### src/inc/tse_pkg.sv
// shared constants, carriers and state layout for toner supply supervision
package tse_pkg;
    // register byte addresses
    localparam logic [7:0] ADDR_CTRL = 8'h00;
    localparam logic [7:0] ADDR_STATUS = 8'h04;
    localparam logic [7:0] ADDR_DENS_REF = 8'h08;
    localparam logic [7:0] ADDR_FIXED_ON = 8'h0c;
    localparam logic [7:0] ADDR_GAIN = 8'h10;
    localparam logic [7:0] ADDR_INT_STATUS = 8'h14;
    localparam logic [7:0] ADDR_INT_MASK = 8'h18;
    localparam logic [7:0] ADDR_PATCH_READ = 8'h1c;
    localparam logic [7:0] ADDR_PATCH_TARGET = 8'h20;
    // control field positions
    localparam int CTRL_PATCH_FAULT = 0;
    localparam int CTRL_DENS_FAULT = 1;
    localparam int CTRL_SKIP = 2;
    // interrupt bit positions
    localparam int INT_NEAR = 0;
    localparam int INT_END = 1;
    localparam int INT_STOP = 2;
    localparam int INT_PATCH = 3;
    localparam int INT_REC = 4;
    localparam int INT_W = 5;
    // reset values
    localparam logic [7:0] DENS_REF_RST = 8'h80;
    localparam logic [15:0] FIXED_ON_RST = 16'h0100;
    localparam logic [3:0] GAIN_RST = 4'h2;
    localparam logic [3:0] REC_ALL = 4'hf;
    // timing
    localparam int unsigned CLK_PERIOD_NS = 40;
    localparam int unsigned SAMPLE_GAP_NS = 4000000;
    localparam int unsigned SAMPLE_GAP_CYC = SAMPLE_GAP_NS / CLK_PERIOD_NS;
    localparam logic [15:0] REC_CYCLES = 16'h0400;
    // counts
    localparam logic [7:0] WINDOW_SAMPLES = 8'ha0;
    localparam logic [7:0] ABSENT_LIMIT = 8'h14;
    localparam logic [1:0] ABSENT_RUN = 2'h3;
    localparam logic [3:0] SHEETS_AFTER_NEAR = 4'ha;
    localparam logic [3:0] COPIES_PER_PATCH = 4'ha;
    localparam logic [31:0] SHEET_PIXELS_DEF = 32'h00100000;
    localparam logic [31:0] END_SHEETS = 32'h0000000a;
    localparam int PIX_SHIFT = 8;
    // patch mass targets in units of 0.01 mg/cm2
    localparam logic [7:0] TARGET_CHROMA = 8'h46;
    localparam logic [7:0] TARGET_BLACK = 8'h1e;
    localparam logic [1:0] COLOR_BLACK = 2'h0;

    typedef enum logic [1:0] {
        TSE_MODE_COMBINED,
        TSE_MODE_PROP,
        TSE_MODE_FIXED
    } tse_mode_t;

    // toner-end sensor and development position
    typedef struct packed {
        logic toner_level;
        logic develop_pos;
        logic [1:0] develop_color;
    } tse_sense_t;

    // pixel counter report
    typedef struct packed {
        logic valid;
        logic [1:0] color;
        logic [15:0] count;
    } tse_pixel_t;

    typedef struct packed {
        logic [31:0] prdata;
        logic pready;
        logic pslverr;
        logic irq;
        logic patch_fault;
        logic dens_fault;
        logic [7:0] dens_ref;
        logic [15:0] fixed_on;
        logic [3:0] gain;
        logic [INT_W-1:0] int_status;
        logic [INT_W-1:0] int_mask;
        logic [16:0] tick;
        logic [7:0] samples;
        logic [7:0] lows;
        logic [1:0] win_color;
        logic win_active;
        logic win_hold;
        logic [3:0][1:0] absent_run;
        logic [3:0] near;
        logic [3:0] tend;
        logic [3:0][3:0] sheets;
        logic [3:0][31:0] end_pix;
        logic [3:0][15:0] pix_since;
        logic [3:0] copies;
        logic [3:0] patch_pending;
        logic [3:0][7:0] patch_read;
        logic patch_expose;
        logic patch_wait;
        logic [1:0] patch_color;
        logic [3:0] clutch;
        logic [15:0] clutch_cnt;
        logic [1:0] clutch_color;
        logic copy_stop;
        logic door_q;
        logic swap_seen;
        logic [1:0] xchg_color;
        logic xchg_req;
        logic [3:0] rec_pending;
        logic [1:0] rec_color;
        logic rec_active;
        logic [15:0] rec_cnt;
    } tse_state_t;
endpackage

### src/rtl/tse_top.sv
// toner supply control, near-end and end detection, and recovery
// Function
// - default supply mode combines density sensor, patch sensor, pixels
// - patch sensor faulty: supply from density sensor reading only
// - both sensors faulty: fixed, constant supply amount
// - supply amount is only the clutch on time
// - default mode uses density reading plus accumulated pixel count
// - expose patch in image gaps at standard power, capture its reading
// - patch cycle repeats once every ten copies
// - patch target 0.7 mg/cm2 for chromatic colours, 0.3 for black
// - toner-end sensor is binary: high present, low absent
// - per colour window takes 160 samples spaced 4 ms apart
// - window is toner-absent only with more than 20 low samples
// - three consecutive absent windows raise near-end and its indicator
// - after near-end, toner end once pixels reach ten full sheets
// - after near-end stop at later of tenth sheet or toner end
// - door close moves next colour awaiting replacement to exchange
// - replaced cartridge with door closed starts recovery for it
// - second colour follows if door reopens or operator skips first
// - at power-up every colour is treated as replaced and recovered
//
// Local design decisions: the address map and the APB interface to the registers.
`timescale 1ns/1ns
module tse_top
    import tse_pkg::*;
#(
    parameter int unsigned SAMPLE_CYC = SAMPLE_GAP_CYC,
    parameter logic [31:0] SHEET_PIXELS = SHEET_PIXELS_DEF
) (
    input wire logic pclk,
    input wire logic presetn,
    input wire logic psel,
    input wire logic penable,
    input wire logic pwrite,
    input wire logic [7:0] paddr,
    input wire logic [31:0] pwdata,
    output logic [31:0] prdata,
    output logic pready,
    output logic pslverr,
    output logic irq,
    input wire tse_sense_t sense,
    input wire logic [7:0] density_val,
    input wire logic [7:0] patch_val,
    input wire logic patch_valid,
    input wire logic image_gap,
    input wire logic [1:0] gap_color,
    input wire logic sheet_done,
    input wire tse_pixel_t pixel,
    input wire logic supply_req,
    input wire logic [1:0] supply_color,
    input wire logic door_open,
    input wire logic cartridge_swap,
    input wire logic skip_color,
    output logic [3:0] supply_clutch,
    output logic patch_expose,
    output logic [1:0] patch_color,
    output logic [3:0] near_end_led,
    output logic copy_stop,
    output logic exchange_req,
    output logic [1:0] exchange_color,
    output logic recovery_active,
    output logic [1:0] recovery_color
);
    localparam logic [31:0] END_PIXELS = 32'(END_SHEETS * SHEET_PIXELS);

    // patch mass target per colour
    function automatic logic [7:0] target_of(input logic [1:0] c);
        return (c == COLOR_BLACK) ? TARGET_BLACK : TARGET_CHROMA;
    endfunction

    // supply mode from the sensor fault flags
    function automatic tse_mode_t mode_of(input logic pf, input logic df);
        if (pf && df) begin
            return TSE_MODE_FIXED;
        end else if (pf) begin
            return TSE_MODE_PROP;
        end
        return TSE_MODE_COMBINED;
    endfunction

    // lowest set colour of a mask
    function automatic logic [1:0] first_set(input logic [3:0] m);
        logic [1:0] r;
        r = 2'h0;
        for (int i = 3; i >= 0; i--) begin
            if (m[i]) begin
                r = 2'(i);
            end
        end
        return r;
    endfunction

    tse_state_t st;
    tse_state_t next_st;
    tse_mode_t mode;
    logic [7:0] err;
    logic [7:0] pdiff;
    logic [15:0] prop_on;
    logic [15:0] pix_term;
    logic [17:0] comb_sum;
    logic [15:0] on_time;
    logic bus_rd;
    logic bus_wr;
    logic win_done;
    logic [7:0] lows_fin;
    logic [INT_W-1:0] int_set;
    logic [3:0] awaiting;

    // supply amount for the requested colour
    always_comb begin
        mode = mode_of(st.patch_fault, st.dens_fault);
        err = (st.dens_ref > density_val) ? st.dens_ref - density_val : 8'h00;
        pdiff = (target_of(supply_color) > st.patch_read[supply_color]) ?
            target_of(supply_color) - st.patch_read[supply_color] : 8'h00;
        prop_on = {8'h00, err} * {12'h000, st.gain};
        pix_term = st.pix_since[supply_color] >> PIX_SHIFT;
        comb_sum = {2'h0, prop_on} + {2'h0, pix_term} + {10'h000, pdiff};
        unique case (mode)
            TSE_MODE_FIXED: on_time = st.fixed_on;
            TSE_MODE_PROP: on_time = prop_on;
            default: on_time = (comb_sum[17:16] != 2'h0) ? 16'hffff :
                comb_sum[15:0];
        endcase
    end

    // next state
    always_comb begin
        next_st = st;
        int_set = '0;
        bus_rd = psel && penable && !st.pready;
        bus_wr = psel && penable && st.pready && pwrite;
        win_done = 1'b0;
        lows_fin = st.lows;

        // apb slave: answer one cycle into access, write at completing edge
        next_st.pready = bus_rd;
        if (bus_rd) begin
            next_st.pslverr = 1'b0;
            unique case (paddr)
                ADDR_CTRL: next_st.prdata = {30'h0, st.dens_fault,
                    st.patch_fault};
                ADDR_STATUS: next_st.prdata = {6'h00, st.rec_pending,
                    st.rec_active, st.rec_color, st.copy_stop, st.tend,
                    st.near, 8'h00, mode};
                ADDR_DENS_REF: next_st.prdata = {24'h0, st.dens_ref};
                ADDR_FIXED_ON: next_st.prdata = {16'h0, st.fixed_on};
                ADDR_GAIN: next_st.prdata = {28'h0, st.gain};
                ADDR_INT_STATUS: next_st.prdata = {27'h0, st.int_status};
                ADDR_INT_MASK: next_st.prdata = {27'h0, st.int_mask};
                ADDR_PATCH_READ: next_st.prdata = st.patch_read;
                ADDR_PATCH_TARGET: next_st.prdata = {target_of(2'h3),
                    target_of(2'h2), target_of(2'h1), target_of(2'h0)};
                default: begin
                    next_st.prdata = 32'h0;
                    next_st.pslverr = 1'b1;
                end
            endcase
        end else if (!(psel && penable)) begin
            next_st.pslverr = 1'b0;
        end
        if (bus_wr) begin
            unique case (paddr)
                ADDR_CTRL: begin
                    next_st.patch_fault = pwdata[CTRL_PATCH_FAULT];
                    next_st.dens_fault = pwdata[CTRL_DENS_FAULT];
                end
                ADDR_DENS_REF: next_st.dens_ref = pwdata[7:0];
                ADDR_FIXED_ON: next_st.fixed_on = pwdata[15:0];
                ADDR_GAIN: next_st.gain = pwdata[3:0];
                ADDR_INT_MASK: next_st.int_mask = pwdata[INT_W-1:0];
                default: ;
            endcase
        end

        // clutch timing: on time is the whole supply amount
        if (st.clutch_cnt != 16'h0) begin
            next_st.clutch_cnt = st.clutch_cnt - 16'h1;
        end
        if (supply_req && st.clutch_cnt == 16'h0) begin
            next_st.clutch_cnt = on_time;
            next_st.clutch_color = supply_color;
            next_st.pix_since[supply_color] = 16'h0;
        end
        next_st.clutch = '0;
        if (next_st.clutch_cnt != 16'h0) begin
            next_st.clutch[next_st.clutch_color] = 1'b1;
        end

        // pixel accumulation for supply and for the end condition
        if (pixel.valid) begin
            next_st.pix_since[pixel.color] =
                (st.pix_since[pixel.color] > 16'hffff - pixel.count) ?
                16'hffff : st.pix_since[pixel.color] + pixel.count;
            if (st.near[pixel.color] && !st.tend[pixel.color]) begin
                next_st.end_pix[pixel.color] = st.end_pix[pixel.color] +
                    {16'h0, pixel.count};
                if (next_st.end_pix[pixel.color] >= END_PIXELS) begin
                    next_st.tend[pixel.color] = 1'b1;
                    int_set[INT_END] = 1'b1;
                end
            end
        end

        // patch exposure first, so a fresh schedule wins over a consumed one
        next_st.patch_expose = 1'b0;
        if (image_gap && st.patch_pending[gap_color] && !st.patch_wait) begin
            next_st.patch_expose = 1'b1;
            next_st.patch_color = gap_color;
            next_st.patch_wait = 1'b1;
            next_st.patch_pending[gap_color] = 1'b0;
        end

        // patch scheduling every ten copies
        if (sheet_done) begin
            if (st.copies == COPIES_PER_PATCH - 4'h1) begin
                next_st.copies = 4'h0;
                next_st.patch_pending = 4'hf;
            end else begin
                next_st.copies = st.copies + 4'h1;
            end
            for (int c = 0; c < 4; c++) begin
                if (st.near[c] && st.sheets[c] != SHEETS_AFTER_NEAR) begin
                    next_st.sheets[c] = st.sheets[c] + 4'h1;
                end
            end
        end
        if (patch_valid && st.patch_wait) begin
            next_st.patch_read[st.patch_color] = patch_val;
            next_st.patch_wait = 1'b0;
            int_set[INT_PATCH] = 1'b1;
        end

        // toner-end sensor windows
        if (!sense.develop_pos) begin
            next_st.win_active = 1'b0;
            next_st.win_hold = 1'b0;
        end else if (!st.win_active && !st.win_hold) begin
            next_st.win_active = 1'b1;
            next_st.win_color = sense.develop_color;
            next_st.tick = 17'h0;
            next_st.samples = 8'h0;
            next_st.lows = 8'h0;
        end else if (st.win_active) begin
            if (st.tick == 17'(SAMPLE_CYC - 1)) begin
                next_st.tick = 17'h0;
                next_st.samples = st.samples + 8'h1;
                lows_fin = st.lows + {7'h0, !sense.toner_level};
                next_st.lows = lows_fin;
                if (next_st.samples == WINDOW_SAMPLES) begin
                    win_done = 1'b1;
                    next_st.win_active = 1'b0;
                    next_st.win_hold = 1'b1;
                end
            end else begin
                next_st.tick = st.tick + 17'h1;
            end
        end
        if (win_done) begin
            if (lows_fin > ABSENT_LIMIT) begin
                if (st.absent_run[st.win_color] != ABSENT_RUN) begin
                    next_st.absent_run[st.win_color] =
                        st.absent_run[st.win_color] + 2'h1;
                end
                if (st.absent_run[st.win_color] == ABSENT_RUN - 2'h1 &&
                    !st.near[st.win_color]) begin
                    next_st.near[st.win_color] = 1'b1;
                    int_set[INT_NEAR] = 1'b1;
                end
            end else begin
                next_st.absent_run[st.win_color] = 2'h0;
            end
        end

        // cartridge exchange on door close
        next_st.door_q = door_open;
        next_st.xchg_req = 1'b0;
        if (door_open && cartridge_swap) begin
            next_st.swap_seen = 1'b1;
        end
        if (st.door_q && !door_open) begin
            if (st.swap_seen) begin
                next_st.rec_pending[st.xchg_color] = 1'b1;
                next_st.swap_seen = 1'b0;
            end
            awaiting = st.tend & ~next_st.rec_pending;
            if (awaiting != 4'h0) begin
                next_st.xchg_req = 1'b1;
                next_st.xchg_color = first_set(awaiting);
            end
        end else begin
            awaiting = 4'h0;
        end

        // recovery sequencing, one colour at a time
        if (st.rec_active) begin
            if ((door_open && !st.door_q) || skip_color ||
                (bus_wr && paddr == ADDR_CTRL && pwdata[CTRL_SKIP])) begin
                next_st.rec_active = 1'b0;
                next_st.rec_pending[st.rec_color] = 1'b0;
            end else if (st.rec_cnt == REC_CYCLES - 16'h1) begin
                next_st.rec_active = 1'b0;
                next_st.rec_pending[st.rec_color] = 1'b0;
                next_st.near[st.rec_color] = 1'b0;
                next_st.tend[st.rec_color] = 1'b0;
                next_st.sheets[st.rec_color] = 4'h0;
                next_st.end_pix[st.rec_color] = 32'h0;
                next_st.absent_run[st.rec_color] = 2'h0;
                int_set[INT_REC] = 1'b1;
            end else begin
                next_st.rec_cnt = st.rec_cnt + 16'h1;
            end
        end else if (st.rec_pending != 4'h0 && !door_open) begin
            next_st.rec_active = 1'b1;
            next_st.rec_color = first_set(st.rec_pending);
            next_st.rec_cnt = 16'h0;
        end

        // stop copying at the later of tenth sheet and toner end
        // taken after recovery so a cleared colour never holds the stop
        next_st.copy_stop = 1'b0;
        for (int c = 0; c < 4; c++) begin
            if (next_st.near[c] && next_st.tend[c] &&
                next_st.sheets[c] == SHEETS_AFTER_NEAR) begin
                next_st.copy_stop = 1'b1;
            end
        end
        int_set[INT_STOP] = next_st.copy_stop && !st.copy_stop;

        // sticky interrupts, set wins over write-one clear
        next_st.int_status = st.int_status;
        if (bus_wr && paddr == ADDR_INT_STATUS) begin
            next_st.int_status = st.int_status & ~pwdata[INT_W-1:0];
        end
        next_st.int_status = next_st.int_status | int_set;
        next_st.irq = |(next_st.int_status & next_st.int_mask);
    end

    // state register
    always_ff @(posedge pclk or negedge presetn) begin
        if (!presetn) begin
            st <= '0;
            st.dens_ref <= DENS_REF_RST;
            st.fixed_on <= FIXED_ON_RST;
            st.gain <= GAIN_RST;
            st.rec_pending <= REC_ALL;
        end else begin
            st <= next_st;
        end
    end

    // outputs straight from state
    assign prdata = st.prdata;
    assign pready = st.pready;
    assign pslverr = st.pslverr;
    assign irq = st.irq;
    assign supply_clutch = st.clutch;
    assign patch_expose = st.patch_expose;
    assign patch_color = st.patch_color;
    assign near_end_led = st.near;
    assign copy_stop = st.copy_stop;
    assign exchange_req = st.xchg_req;
    assign exchange_color = st.xchg_color;
    assign recovery_active = st.rec_active;
    assign recovery_color = st.rec_color;
endmodule // tse_top

### config.mk
export PLATFORM = sky130hd
export DESIGN_NAME = tse_top
export DESIGN_NICKNAME = d
export VERILOG_FILES = /design/src/inc/tse_pkg.sv /design/src/rtl/tse_top.sv
export SDC_FILE = /design/constraint.sdc
export NUM_CORES = 1
export LEC_CHECK = 0
export BUFFER_PORTS_ARGS = -buffer_cell sky130_fd_sc_hd__buf_2
export CORE_ASPECT_RATIO = 0.75
export CORE_MARGIN = 10
export CORE_UTILIZATION = 30
export CTS_CLUSTER_DIAMETER = 50
export DETAILED_ROUTE_END_ITERATION = 12
export SLEW_MARGIN = 20
export SYNTH_ARGS = -nofsm -noshare
export SYNTH_HDL_FRONTEND = slang
export SYNTH_SLANG_ARGS = --single-unit
### constraint.sdc
create_clock -name pclk -period 14 [get_ports pclk]
set_input_delay 0.7 -clock pclk [delete_from_list [all_inputs] [get_ports pclk]]
set_output_delay 0.7 -clock pclk [all_outputs]
set_load 0.02 [all_outputs]
==> impl_metrics.json <==
{
  "outcome": "completed",
  "utilization_pct": 34.2,
  "yosys.area.top_type": "dfrtp_1",
  "drc": 0,
  "final_antenna_net_count": 0,
  "die_h_um": 270,
  "cts.sinks": 431,
  "antenna_found_initial": 8,
  "dieArea_mm2": 0.0951,
  "critical_path_class": "register to register",
  "syn_area_mm2": 0.0249,
  "rows": 91,
  "synthArstFlopShare_pct": 100,
  "cts_tree": "yes",
  "synth_cell_type_count": 87,
  "drive_above_1_share_pct": 15.3,
  "crit_start": "st[386]",
  "first_global_vias": 18890,
  "place.gp.congestion": 0.874,
  "vdd_ir_drop_max_mv": 0.103,
  "via_per_inst": 5.13,
  "wl_um": 71700,
  "synth_ff_type": "dfrtp_1",
  "slew_headroom_pct": 22.5,
  "numCtsBuffers": 48,
  "clock.fmax_ghz": 0.131,
  "layout_min_cycle_time_ns": 7.66,
  "cts_setup_buffers": 0,
  "placed_cells": 3696,
  "required_ns": 14.49,
  "die_w_um": 353,
  "critical_path_arrival_ns": 8.15,
  "io_buffers": 131,
  "synth.avg_cell_area_um2": 9.68,
  "ctsResizeCount": 0,
  "setup_tns_ns": 0,
  "whs_ns": 0.181,
  "finalMaxSlewViolations": 0,
  "wl_per_cell_um": 18.9,
  "slowest_delay_ns": 0.61,
  "period_share_pct": 54.7,
  "seq_area_frac_synth_pct": 43.3,
  "yosysTopAreaCellShare_pct": 42.6,
  "hold_buffers": 0,
  "regArea_mm2": 0.0108,
  "fin_cells": 3785,
  "synthCells": 2575,
  "clk_pin_slew_ns": 0.06,
  "clk-insertion-delay-late_ns": 0.60,
  "fill_cells": 8447,
  "hp-class": "primary input to async pin",
  "syn_nets": 2780,
  "tightestPinTransition_ns": 1.16,
  "synth.area.top_cells": "dfrtp_1 43%, mux4_2 6.1%, nand2_1 4.8%",
  "syn2layout_area_growth_pct": 13.0,
  "synth-edff-count": 0,
  "worstSetupEndpointType": "register",
  "clockBufferDepth": 3,
  "final-hold-violation-count": 0,
  "grt_pass1_wl_um": 113000,
  "drt-pass1-iter-count": 6,
  "final_area_mm2": 0.0282,
  "coreArea_mm2": 0.0823,
  "vias": 19416,
  "yosysWarnings": 0,
  "r2r_start": "st[386]",
  "cap_violations": 0,
  "grt_max_degree": 146,
  "cp_slowest_cell": "or4b_1",
  "multi_input_area_mm2": 0.0130,
  "ys_ff_latch": 431,
  "worst_clock_skew_ns": 0.0286,
  "fin_nets": 2835,
  "crit_end": "supply_clutch[1]",
  "overflow": 0,
  "r2r_setup_slack_ns": 6.34,
  "final-setup-viol-count": 0,
  "r2r-end": "supply_clutch[1]",
  "power_density_mw_per_mm2": 169,
  "pin_count": 148,
  "dpl-instance-area_mm2": 0.0265,
  "dp_hpwl_um": 49800,
  "start_util_pct": 30.3,
  "grt_usage_pct": 14.6,
  "crit_fanout": 23,
  "drt_iter0_markers": 1593,
  "cp-start-kind": "register",
  "ff2ff_path_depth": 29,
  "htreeDepth": 2,
  "leakage_nw": 12.4,
  "root_buffer": "clkbuf_16",
  "rsz0062_at_grt": "false"
}
[worst min-delay path by stage]
stage / endpoint / cells past startpoint / slack [ns]
after floorplan: copy_stop / 0 / 0.40
after global placement: st[149] / 2 / 0.46
after detailed placement: st[150] / 2 / 0.47
after CTS: st[37] / 1 / 0.20
after global routing: st[99] / 1 / 0.24
final: st[116] / 1 / 0.18
[cells in the final DEF, fill, tap and decap left out, drive strengths merged, types with 27 or more instances in the layout]
| cell type | synthesis | routed |
|---|---|---|
| inv | 107 | 108 |
| a211oi | 71 | 71 |
| nor2 | 305 | 305 |
| and3 | 39 | 39 |
| o21ai | 128 | 128 |
| mux2 | 69 | 69 |
| xnor2 | 56 | 56 |
| and2 | 27 | 27 |
| mux4 | 68 | 68 |
| nand3 | 56 | 56 |
| nand2 | 316 | 316 |
| clkbuf | 94 | 75 |
| nor3 | 43 | 43 |
| ha | 86 | 86 |
| dfrtp | 424 | 424 |
| a21oi | 172 | 172 |
| xor2 | 61 | 61 |
| buf | 60 | 159 |
[worst max-delay path: cells and delay by family, from the launching register on]
kind | cells | cell delay (ns)
adders and majority gates | 7 | 2.72
and+or+nand+nor | 8 | 2.12
AOI/OAI and AO/OA | 9 | 2.01
DFF | 1 | 0.38
buffers and inverters | 5 | 0.34
[metal layers]
metal  vias up  track usage [%]  part of all wire (%)
li1       9243                -                     -
met1      9593             21.1                    48
met2       494             22.2                    44
met3        84             3.11                   6.4
met4         2             3.10                   1.9
met5         -                0                0.0098
[through the flow]
step	power, mW	worst slack [ns]
after floorplan	3.01	6.98
after global placement	3.42	6.13
after detailed placement	3.44	6.10
after CTS	4.79	6.46
after global routing	5.09	5.83
final	4.77	6.34
[layout make-up]
class                      count  share of cell area, %
antenna                        3                 0.0267
clock buffer                  75                   5.09
clock inverter                11                  0.724
inverter                     107                   1.43
multi-input combinational   1883                   46.3
sequential                   431                   38.3
tap                         1116                   4.96
timing repair buffer         159                   3.16
[logic make-up (layout without fill, tap and decap cells)]
logic type | after synthesis | count (layout) | share of synthesized area [%]
flip-flops | 431 | 431 | 43.3
adder cells (fa/ha/maj) | 110 | 110 | 6.24
buffers and inverters | 261 | 352 | 4.67
XOR/XNOR | 117 | 117 | 4.11
AND/OR/NAND/NOR | 946 | 946 | 17.6
AO/OA/AOI/OAI | 560 | 560 | 14.3
other | 0 | 3 | 0
multiplexers | 150 | 150 | 9.78
[power breakdown]
part / switching [mW] / internal (mW) / total [mW]
Combinational: 0.925 / 0.690 / 1.62
Sequential: 0.241 / 1.59 / 1.83
Clock: 0.529 / 0.795 / 1.32
Total: 1.69 / 3.07 / 4.77
[Yosys cell counts (all sizes together) (8+ instances only)]
master  count
clkbuf     94
o21a       10
nor2b      17
ha         86
o21ai     128
nand2     316
mux4       68
nor3b       8
nor3       43
dfrtp     424
buf        60
a22o       19
o21bai      8
a21oi     172
o211ai     15
and3       39
nor2      305
xnor2      56
mux2       69
o31ai      10
nand2b     25
inv       107
and2       27
fa         24
nor4       24
or2         8
a31oi      21
mux2i      13
a21o       25
a221oi     12
a211oi     71
xor2       61
a22oi      11
nand4      26
nand3b     14
nand3      56
or3        15
[sequential cells by signal (all words and copies together), names as in the netlist]
signal,count
st,378
prdata,32
near_end_led,4
supply_clutch,4
exchange_color,2
patch_color,2
recovery_color,2
copy_stop,1
exchange_req,1
irq,1
patch_expose,1
pready,1
pslverr,1
recovery_active,1
No activity file was read; power rests on OpenSTA's default activity.
